--- config.mk ---
export PLATFORM = sky130hd
export DESIGN_NAME = tsc_core
export DESIGN_NICKNAME = d
export VERILOG_FILES = /design/src/design/tsc_pkg.sv /design/src/design/tsc_core.sv
export SDC_FILE = /design/constraint.sdc
export NUM_CORES = 1
export LEC_CHECK = 0
export ABC_CLOCK_PERIOD_IN_PS = 4000
export BUFFER_PORTS_ARGS = -buffer_cell sky130_fd_sc_hd__buf_2
export CAP_MARGIN = 20
export CORE_ASPECT_RATIO = 0.7
export CORE_MARGIN = 3
export CORE_UTILIZATION = 50
export DETAILED_ROUTE_END_ITERATION = 7
export PLACE_DENSITY_LB_ADDON = 0.15
export REMOVE_ABC_BUFFERS = 1
export SLEW_MARGIN = 20
export SYNTH_ARGS = -nofsm -noshare
export SYNTH_HDL_FRONTEND = slang
export SYNTH_SLANG_ARGS = --single-unit
--- constraint.sdc ---
create_clock -name ref_clk -period 4 [get_ports ref_clk]
set_input_delay 0.8 -clock ref_clk [delete_from_list [all_inputs] [get_ports ref_clk]]
set_output_delay 0.8 -clock ref_clk [all_outputs]
set_load 0.005 [all_outputs]
--- src/design/tsc_pkg.sv ---
// Package of constants, types and field layouts for the trigger sequencer.
// Functional notes
// - Clock source field picks one of eight.
// - Prescaler divides selected clock by value plus one.
// - Pulse width is field plus one clocks.
// - Watchdog off at zero, else 8 to 512.
// - Module enable turns sequencer on or off.
// - Idle-stop halts sequencer during idle mode.
// - Toggle mode inverts output instead of pulsing; code toggles on trigger steps only, broadcast still pulses.
// - Edge wait needs zero-to-one during execution.
// - Level wait completes whenever trigger bit set.
// - Edge wait completion clears trigger bit.
// - Disable clears trigger and start bits.
// - Single-step bit only visible in debug.
// - Visibility bit reads live step delay count.
// - Start runs continuously; clear halts.
// - Single step runs one command, clears start.
// - Watchdog timeout flag sticky; may clear start.
// - Busy blocks clock and prescaler writes.
// - Level input modes sample once per delay.
// - Edge input modes watch input continuously.
// - Config fields read-only while start set.
// - Broadcast pulses every enabled output.
// - Step is 4-bit code, 4-bit parameter.
// - Step lasts one clock plus step delay.
package tsc_pkg;

    // ****************************************
    // Register map
    // ****************************************
    localparam logic [7:0] TSC_CTRL_OFS = 8'h00; // Control register.
    localparam logic [7:0] TSC_BTE_OFS = 8'h10; // Broadcast enables.
    localparam logic [7:0] TSC_SDLIM_OFS = 8'h20; // Step delay limit.
    localparam logic [31:0] TSC_CTRL_RST = 32'h00000000; // Control reset.
    localparam logic [31:0] TSC_BTE_RST = 32'h00000000; // Enable reset.
    localparam logic [15:0] TSC_SDLIM_RST = 16'h0000; // Delay reset.

    // ****************************************
    // Control register field positions
    // ****************************************
    localparam int TSC_CLK_LSB = 29; // Clock source select.
    localparam int TSC_DIV_LSB = 24; // Clock prescale.
    localparam int TSC_PWD_LSB = 20; // Trigger pulse width.
    localparam int TSC_WDT_LSB = 16; // Watchdog count select.
    localparam int TSC_EN_BIT = 15; // Module enable.
    localparam int TSC_SIDL_BIT = 13; // Idle stop.
    localparam int TSC_TOGL_BIT = 12; // Toggle mode.
    localparam int TSC_SWT_BIT = 10; // Software trigger.
    localparam int TSC_SSEN_BIT = 9; // Single step enable.
    localparam int TSC_IVIS_BIT = 8; // Internal visibility.
    localparam int TSC_STRT_BIT = 7; // Sequencer start.
    localparam int TSC_WDTO_BIT = 6; // Watchdog timeout flag.
    localparam int TSC_BUSY_BIT = 5; // Busy flag.
    localparam int TSC_ITM_LSB = 0; // Input trigger mode.

    // ****************************************
    // Step command codes and timing
    // ****************************************
    localparam logic [3:0] TSC_CMD_NOP = 4'h0; // Plain step.
    localparam logic [3:0] TSC_CMD_SWE = 4'h1; // Wait trigger edge.
    localparam logic [3:0] TSC_CMD_SWL = 4'h2; // Wait trigger level.
    localparam logic [3:0] TSC_CMD_TRIG = 4'h3; // Trigger output.
    localparam logic [3:0] TSC_CMD_BCST = 4'h4; // Broadcast trigger.
    localparam logic [3:0] TSC_CMD_WIN = 4'h5; // Wait input trigger.
    localparam logic [9:0] TSC_WDT_BASE = 10'h004; // Half shortest timeout.

    // Register port request.
    typedef struct packed {
        logic wr; // Write strobe.
        logic rd; // Read strobe.
        logic [7:0] addr; // Byte address.
        logic [31:0] wdata; // Write data.
    } tsc_req_t;

    // Queued step: command code and parameter.
    typedef struct packed {
        logic [3:0] code; // Command code.
        logic [3:0] param; // Parameter field.
    } tsc_step_t;

endpackage : tsc_pkg

--- src/design/tsc_core.sv ---
// Control, step execution and trigger outputs of the trigger sequencer.
//
// Decided for this implementation: the register addresses and the address-and-strobe port.
`timescale 1ns/1ps
module tsc_core (
    input wire logic ref_clk, // System clock, 40 MHz.
    input wire logic rst_b, // Asynchronous reset, active low.
    input wire tsc_pkg::tsc_req_t req, // Register request.
    output logic [31:0] rdata, // Read data, cycle after read.
    input wire logic [7:0] src_ticks, // Clock source enables.
    input wire logic debug_mode, // Device is in debug mode.
    input wire logic idle_mode, // Device is in idle mode.
    input wire logic step_valid, // Step command offered.
    input wire tsc_pkg::tsc_step_t step, // Offered step command.
    output logic step_ready, // Step command taken.
    input wire logic [15:0] trig_in, // Input triggers.
    output logic [31:0] trig_out // Trigger outputs.
);
    import tsc_pkg::*;

    // ****************************************
    // Declarations
    // ****************************************
    typedef enum logic [1:0] {ST_FETCH, ST_EXEC, ST_DELAY} tsc_st_t;
    tsc_st_t st_q; // Sequencer state.
    logic [2:0] clk_q; // Clock source select.
    logic [4:0] div_q; // Prescale value.
    logic [3:0] pwd_q; // Pulse width.
    logic [2:0] wdt_q; // Watchdog select.
    logic en_q, sidl_q, togl_q, swt_q, ssen_q, ivis_q; // Control bits.
    logic strt_q, wdto_q, busy_q; // Start, timeout and busy.
    logic [1:0] itm_q; // Input trigger mode.
    logic [31:0] bte_q; // Broadcast enables.
    logic [15:0] sdlim_q; // Step delay limit.
    logic [15:0] sd_cnt_q; // Live step delay counter.
    logic [4:0] div_cnt_q; // Prescale counter.
    logic [9:0] wdt_cnt_q; // Watchdog counter.
    logic [3:0] pw_cnt_q; // Pulse width counter.
    logic [31:0] pulse_q; // Outputs in pulse.
    logic [31:0] tog_q; // Toggled output levels.
    logic [31:0] rdata_q; // Registered read data.
    logic swt_prev_q; // Trigger bit seen at last tick.
    logic in_prev_q; // Selected input at last tick.
    tsc_step_t cmd_q; // Command in execution.
    logic seq_tick; // One sequencer clock.
    logic run_tick; // Sequencer clock while running.
    logic ctl_wr, bte_wr, sd_wr; // Write decodes.
    logic done_now, delay_now, finish; // Step progress.
    logic wdt_fire; // Watchdog expiry.
    logic trig_in_sel; // Selected input trigger.
    logic sstep_eff; // Single step in effect.

    // Timeout in sequencer clocks for a nonzero select code.
    function automatic logic [9:0] wdt_limit(input logic [2:0] s);
        wdt_limit = TSC_WDT_BASE << s;
    endfunction : wdt_limit

    // ****************************************
    // Register decode
    // ****************************************
    assign ctl_wr = req.wr && (req.addr == TSC_CTRL_OFS);
    assign bte_wr = req.wr && (req.addr == TSC_BTE_OFS);
    assign sd_wr = req.wr && (req.addr == TSC_SDLIM_OFS);
    assign sstep_eff = ssen_q && debug_mode;
    assign trig_in_sel = trig_in[cmd_q.param];

    // ****************************************
    // Sequencer clock
    // ****************************************
    // Prescale counter advances on each tick of the chosen source.
    always_ff @(posedge ref_clk or negedge rst_b) begin
        if (!rst_b) begin
            div_cnt_q <= 5'h00;
        end else if (src_ticks[clk_q]) begin
            if (div_cnt_q == div_q) begin
                div_cnt_q <= 5'h00;
            end else begin
                div_cnt_q <= div_cnt_q + 5'h01;
            end
        end
    end

    assign seq_tick = src_ticks[clk_q] && (div_cnt_q == div_q);
    assign run_tick = seq_tick && en_q && !(sidl_q && idle_mode);

    // ****************************************
    // Step execution
    // ****************************************
    // fetch step when started.
    assign step_ready = run_tick && strt_q && (st_q == ST_FETCH);

    // Decides whether the current command is finished in this clock.
    always_comb begin
        done_now = 1'b0;
        delay_now = 1'b0;
        if (run_tick && st_q == ST_EXEC) begin
            case (cmd_q.code)
                TSC_CMD_SWE: begin
                    done_now = swt_q && !swt_prev_q;
                    delay_now = done_now;
                end
                TSC_CMD_SWL: begin
                    done_now = swt_q;
                    delay_now = done_now;
                end
                TSC_CMD_WIN: begin
                    if (itm_q[1]) begin
                        done_now = trig_in_sel && (sd_cnt_q == 16'h0000);
                    end else begin
                        done_now = trig_in_sel && !in_prev_q;
                    end
                    delay_now = done_now && !itm_q[0];
                end
                default: begin
                    done_now = 1'b1;
                    delay_now = 1'b1;
                end
            endcase
        end
    end

    assign wdt_fire = run_tick && (st_q == ST_EXEC) && (wdt_q != 3'h0) &&
        !done_now && (wdt_cnt_q == wdt_limit(wdt_q) - 10'h001);
    assign finish = run_tick && (
        (st_q == ST_EXEC && done_now &&
            !(delay_now && sdlim_q != 16'h0000)) ||
        (st_q == ST_DELAY && sd_cnt_q == sdlim_q - 16'h0001));

    // State machine of the step sequencer.
    always_ff @(posedge ref_clk or negedge rst_b) begin
        if (!rst_b) begin
            st_q <= ST_FETCH;
        end else if (!en_q || (!strt_q && st_q != ST_DELAY)) begin
            st_q <= ST_FETCH;
        end else if (run_tick) begin
            case (st_q)
                ST_FETCH: begin
                    if (step_valid && strt_q) begin
                        st_q <= ST_EXEC;
                    end
                end
                ST_EXEC: begin
                    if (wdt_fire || finish) begin
                        st_q <= ST_FETCH;
                    end else if (done_now) begin
                        st_q <= ST_DELAY;
                    end
                end
                ST_DELAY: begin
                    if (finish) begin
                        st_q <= ST_FETCH;
                    end
                end
                default: begin
                    st_q <= ST_FETCH;
                end
            endcase
        end
    end

    // Latches the step taken from the queue.
    always_ff @(posedge ref_clk or negedge rst_b) begin
        if (!rst_b) begin
            cmd_q <= '0;
        end else if (step_ready && step_valid) begin
            cmd_q <= step;
        end
    end

    // Step delay counter; level input modes wrap it while waiting.
    always_ff @(posedge ref_clk or negedge rst_b) begin
        if (!rst_b) begin
            sd_cnt_q <= 16'h0000;
        end else if (!run_tick) begin
            sd_cnt_q <= sd_cnt_q;
        end else if (st_q == ST_FETCH || finish || done_now) begin
            sd_cnt_q <= 16'h0000;
        end else if (sd_cnt_q >= sdlim_q) begin
            sd_cnt_q <= 16'h0000;
        end else begin
            sd_cnt_q <= sd_cnt_q + 16'h0001;
        end
    end

    // watchdog counts clocks spent in one command.
    always_ff @(posedge ref_clk or negedge rst_b) begin
        if (!rst_b) begin
            wdt_cnt_q <= 10'h000;
        end else if (st_q != ST_EXEC) begin
            wdt_cnt_q <= 10'h000;
        end else if (run_tick) begin
            wdt_cnt_q <= wdt_cnt_q + 10'h001;
        end
    end

    // Edge history of the trigger bit and the selected input.
    always_ff @(posedge ref_clk or negedge rst_b) begin
        if (!rst_b) begin
            swt_prev_q <= 1'b0;
            in_prev_q <= 1'b0;
        end else if (run_tick) begin
            swt_prev_q <= swt_q;
            in_prev_q <= trig_in_sel;
        end
    end

    // ****************************************
    // Trigger outputs
    // ****************************************
    // Pulses share one width counter; a new trigger restarts it.
    always_ff @(posedge ref_clk or negedge rst_b) begin
        if (!rst_b) begin
            pulse_q <= 32'h00000000;
            pw_cnt_q <= 4'h0;
            tog_q <= 32'h00000000;
        end else if (!en_q) begin
            pulse_q <= 32'h00000000;
            pw_cnt_q <= 4'h0;
        end else if (run_tick && st_q == ST_EXEC &&
            cmd_q.code == TSC_CMD_TRIG && togl_q) begin
            tog_q[cmd_q.param] <= !tog_q[cmd_q.param];
        end else if (run_tick && st_q == ST_EXEC &&
            (cmd_q.code == TSC_CMD_TRIG || cmd_q.code == TSC_CMD_BCST)) begin
            if (cmd_q.code == TSC_CMD_BCST) begin
                pulse_q <= pulse_q | bte_q;
            end else begin
                pulse_q[cmd_q.param] <= 1'b1;
            end
            pw_cnt_q <= 4'h0;
        end else if (seq_tick && pulse_q != 32'h00000000) begin
            // end pulse after width plus one.
            if (pw_cnt_q == pwd_q) begin
                pulse_q <= 32'h00000000;
                pw_cnt_q <= 4'h0;
            end else begin
                pw_cnt_q <= pw_cnt_q + 4'h1;
            end
        end
    end

    assign trig_out = pulse_q | tog_q;

    // ****************************************
    // Control register
    // ****************************************
    // Configuration fields; clock fields lock while busy.
    always_ff @(posedge ref_clk or negedge rst_b) begin
        if (!rst_b) begin
            clk_q <= TSC_CTRL_RST[TSC_CLK_LSB +: 3];
            div_q <= TSC_CTRL_RST[TSC_DIV_LSB +: 5];
            pwd_q <= TSC_CTRL_RST[TSC_PWD_LSB +: 4];
            wdt_q <= TSC_CTRL_RST[TSC_WDT_LSB +: 3];
            togl_q <= TSC_CTRL_RST[TSC_TOGL_BIT];
            ivis_q <= TSC_CTRL_RST[TSC_IVIS_BIT];
            itm_q <= TSC_CTRL_RST[TSC_ITM_LSB +: 2];
            en_q <= TSC_CTRL_RST[TSC_EN_BIT];
            sidl_q <= TSC_CTRL_RST[TSC_SIDL_BIT];
            ssen_q <= TSC_CTRL_RST[TSC_SSEN_BIT];
        end else if (ctl_wr) begin
            en_q <= req.wdata[TSC_EN_BIT];
            sidl_q <= req.wdata[TSC_SIDL_BIT];
            // single step written only in debug.
            if (debug_mode) begin
                ssen_q <= req.wdata[TSC_SSEN_BIT];
            end
            if (!busy_q && !strt_q) begin
                clk_q <= req.wdata[TSC_CLK_LSB +: 3];
                div_q <= req.wdata[TSC_DIV_LSB +: 5];
            end
            if (!strt_q) begin
                pwd_q <= req.wdata[TSC_PWD_LSB +: 4];
                wdt_q <= req.wdata[TSC_WDT_LSB +: 3];
                togl_q <= req.wdata[TSC_TOGL_BIT];
                ivis_q <= req.wdata[TSC_IVIS_BIT];
                itm_q <= req.wdata[TSC_ITM_LSB +: 2];
            end
        end
    end

    // Software trigger bit; setting wins over a hardware clear.
    always_ff @(posedge ref_clk or negedge rst_b) begin
        if (!rst_b) begin
            swt_q <= TSC_CTRL_RST[TSC_SWT_BIT];
        end else if (!en_q) begin
            swt_q <= 1'b0;
        end else if (ctl_wr && req.wdata[TSC_SWT_BIT]) begin
            swt_q <= 1'b1;
        end else if (finish && cmd_q.code == TSC_CMD_SWE) begin
            swt_q <= 1'b0;
        end
    end

    // Start bit with hardware clears.
    always_ff @(posedge ref_clk or negedge rst_b) begin
        if (!rst_b) begin
            strt_q <= TSC_CTRL_RST[TSC_STRT_BIT];
        end else if (!en_q) begin
            strt_q <= 1'b0;
        end else if (ctl_wr) begin
            strt_q <= req.wdata[TSC_STRT_BIT];
        end else if (wdt_fire) begin
            strt_q <= 1'b0;
        end else if (finish && sstep_eff) begin
            strt_q <= 1'b0;
        end
    end

    // sticky timeout flag; hardware set wins.
    always_ff @(posedge ref_clk or negedge rst_b) begin
        if (!rst_b) begin
            wdto_q <= TSC_CTRL_RST[TSC_WDTO_BIT];
        end else if (wdt_fire) begin
            wdto_q <= 1'b1;
        end else if (!en_q || (ctl_wr && !req.wdata[TSC_WDTO_BIT])) begin
            wdto_q <= 1'b0;
        end
    end

    // busy while enabled or a step is unfinished.
    always_ff @(posedge ref_clk or negedge rst_b) begin
        if (!rst_b) begin
            busy_q <= 1'b0;
        end else begin
            busy_q <= en_q || (st_q != ST_FETCH) || (pulse_q != 32'h0);
        end
    end

    // Broadcast enable and step delay limit registers.
    always_ff @(posedge ref_clk or negedge rst_b) begin
        if (!rst_b) begin
            bte_q <= TSC_BTE_RST;
            sdlim_q <= TSC_SDLIM_RST;
        end else begin
            if (bte_wr) begin
                bte_q <= req.wdata;
            end
            if (sd_wr && !strt_q) begin
                sdlim_q <= req.wdata[15:0];
            end
        end
    end

    // ****************************************
    // Read data
    // ****************************************
    // Read data stands only in the cycle after the read strobe.
    always_ff @(posedge ref_clk or negedge rst_b) begin
        if (!rst_b) begin
            rdata_q <= 32'h00000000;
        end else if (!req.rd) begin
            rdata_q <= 32'h00000000;
        end else begin
            case (req.addr)
                TSC_CTRL_OFS: begin
                    rdata_q <= {clk_q, div_q, pwd_q, 1'b0, wdt_q, en_q,
                        1'b0, sidl_q, togl_q, 1'b0, swt_q,
                        sstep_eff, ivis_q, strt_q, wdto_q, busy_q,
                        3'h0, itm_q};
                end
                TSC_BTE_OFS: begin
                    rdata_q <= bte_q;
                end
                TSC_SDLIM_OFS: begin
                    rdata_q <= {16'h0000, ivis_q ? sd_cnt_q : sdlim_q};
                end
                default: begin
                    rdata_q <= 32'h00000000;
                end
            endcase
        end
    end

    assign rdata = rdata_q;
endmodule : tsc_core

==> results.tsv <==
metric	value	unit
status	finished clean	
GPL Wtd Cong	0.931	
H-tree Lvls	1	
Fin. Hold Viols	0	
CTS tree	yes	
multi-input gate area in the final layout	5360	um^2
Syn Std Cell Area	10900	um^2
Initial Util	51.8	%
clock latency on the worst-skew pair	0.52	ns
DRT antenna net count	0	
startpoint types	flip-flop	
Arr. time, crit path	2.49	ns
Routed WL	29.5	mm
Post-Layout Cell Count	1463	
gr ovfl total	0	
Mapped Cells	1061	
DR pass1 iterations	5	
Post-Place Cells	1423	
power per cell area	496	nW/um^2
die width	182	um
Max FO, Critical Path	9	
Row Count	44	
io pins	144	
share of cells above drive strength 1	29.1	%
post-synthesis cell type count	71	
Final HPWL DP	22.0	mm
r2r setup slk	0.89	ns
number of synthesized flops with an enable pin	0	
final worst path period share	82.4	%
layout net count	1273	
CP peak stage delay	0.62	ns
Worst-path clk slew	0.06	ns
n_diodes	0	
relative slew slack	38.4	%
post-synthesis sequential area ratio	46.2	%
Max Slew Vio Count	0	
asr flop ratio synth	100	%
Syn. warnings	0	
vias in the first global route	8274	
post-CTS resize count	0	
synth top area cells	dfrtp_1 46%, mux2_2 9.4%, nor2_1 3.7%	
CTS Hold Buffers Added	0	
setup ws final	0.706	ns
largest net degree at the start of global routing	75	
DR iter-0 viols	753	
post-CTS setup buffers	0	
IR drop worst, VDD	0.000347	V
CP Cell Sequence	mux4_1, mux2i_4, and4b_1, and3_1, buf_2	
die area	23600	um^2
Power Total	6.21	mW
DR vias	8663	
Worst Setup End Kind	output port	
CP max stage cell	mux4_1	
# DRC	0	
Core Area	21000	um^2
final count of negative-setup-slack endpoints	0	
filler cell count	1779	
Crit path depth	5	
worst reg-to-reg path cell count	7	
Worst Path Required	3.20	ns
CP top delay family	multiplexers	
vias per inst	5.92	
CTS Sinks	201	
CTS Root Cell	clkbuf_16	
initial antenna violation count	0	
worst-margin pin slew	0.925	ns
worst hold path type	in -> async	
Synth top area share	46.2	%
FF+latch count, synth	201	
height of the die	129	um
clock buffer count from CTS	22	
max-capacitance violation count	0	
total track usage	24.8	%
area grow syn2layout	15.1	%
f_max	304	MHz
Crit path buffers/inverters	1	
synthesized area per cell	10.3	um^2
RSZ-0062 raised after global routing	false	
Routed WL per cell	20.2	um
Max Buffers Root-to-Sink	3	
ys flop type	dfrtp_1	
Yosys top cell by area	dfrtp_1	
setup_tns	0	ns
most frequent cell after synthesis	dfrtp_1	
Max Clock Skew	0.0228	ns
Setup Crit Path Kind	reg -> out	
Post-Place Setup Slack	0.739	ns
Synth top cells by count	201 x dfrtp_1, 108 x nor2_1, 91 x mux2_2, 63 x nand2_1, 60 x a21oi_1	
port bufs	143	
global-route wire length before repair	46.4	mm
register area	5030	um^2
Hold Worst Slack	0.314	ns
leakage power	6.10	nW
min Tclk post-route	3.29	ns
==> final timing paths <==
path	start	end
max	clk_q[0]$_DFFE_PN0P_	step_ready
min	rst_b	rdata[4]$_DFF_PN0_
max reg2reg	cmd_q[2]$_DFFE_PN0P_	sd_cnt_q[3]$_DFFE_PN0P_
min reg2reg	in_prev_q$_DFFE_PN0P_	in_prev_q$_DFFE_PN0P_
max in group asynchronous	rst_b	wdt_cnt_q[7]$_DFFE_PN0P_
min in group ref_clk	in_prev_q$_DFFE_PN0P_	in_prev_q$_DFFE_PN0P_
==> stage by stage <==
stage | instance area [um^2] | util [%]
3_3_place_gp | 11800 | 56.0
4_1_cts | 12500 | 59.6
6_report | 12500 | 59.6
2_1_floorplan | 10500 | -
5_1_grt | 12500 | 59.6
3_5_place_dp | 11800 | 56.0
==> final cells by class <==
type                    count  area share [%]
clock buffers              26            4.83
multi-input cells         749            42.8
repair buffers            168            7.38
well taps                 276            2.76
inverters                  29           0.869
flip-flops and latches    201            40.2
clock inverters            14            1.19
==> logic make-up (layout without fill, tap and decap cells) <==
logic type               count (synthesis)  after routing  synth area share [%]
buffers and inverters                  111            237                  4.70
AND/OR/NAND/NOR                        368            368                  17.6
adder cells (fa/ha/maj)                 23             23                  2.64
flip-flops                             201            201                  46.2
multiplexers                           140            140                  15.2
AO/OA/AOI/OAI                          167            167                  9.52
XOR/XNOR                                51             51                  4.10
==> cell usage in the layout, fill, tap and decap left out, drive strengths merged, types with 6 or more instances in the layout <==
cell,Yosys,final
a311oi,6,6
xor2,24,24
nand3,29,29
ha,23,23
clkbuf,45,27
dfrtp,201,201
and2,13,13
mux4,10,10
nor2,108,108
inv,29,30
a21o,8,8
a21oi,60,60
buf,37,167
mux2,92,92
nand4,22,22
o22ai,12,12
and3,8,8
or2,19,19
nor3b,6,6
o21ai,32,32
nor2b,16,16
nand2,65,65
a22oi,6,6
clkinv,0,7
xnor2,27,27
mux2i,38,38
nand2b,15,15
nor3,22,22
a31oi,15,15
nor4,28,28
==> routing by layer <==
metal  GRT usage, %  wire [um]
met1           39.5      14500
met2           33.4      11700
met3           5.72       2480
met4           6.76        744
met5              0          0
==> report_power, final <==
part,switching (mW),total (mW),internal (mW)
combinational,1.01,1.64,0.632
sequential,0.266,2.47,2.21
clock,0.873,2.10,1.22
==> sequential cells by signal, indices dropped and copies added, names as in the netlist, 2 cells and up <==
| register | cells |
|---|---|
| div_q | 5 |
| tog_q | 16 |
| sd_cnt_q | 16 |
| cmd_q | 8 |
| div_cnt_q | 5 |
| pw_cnt_q | 4 |
| clk_q | 3 |
| bte_q | 32 |
| itm_q | 2 |
| sdlim_q | 16 |
| st_q | 2 |
| pwd_q | 4 |
| pulse_q | 32 |
| wdt_q | 3 |
| rdata | 32 |
| wdt_cnt_q | 10 |
Note: power is estimated with default switching activity, not from simulation.
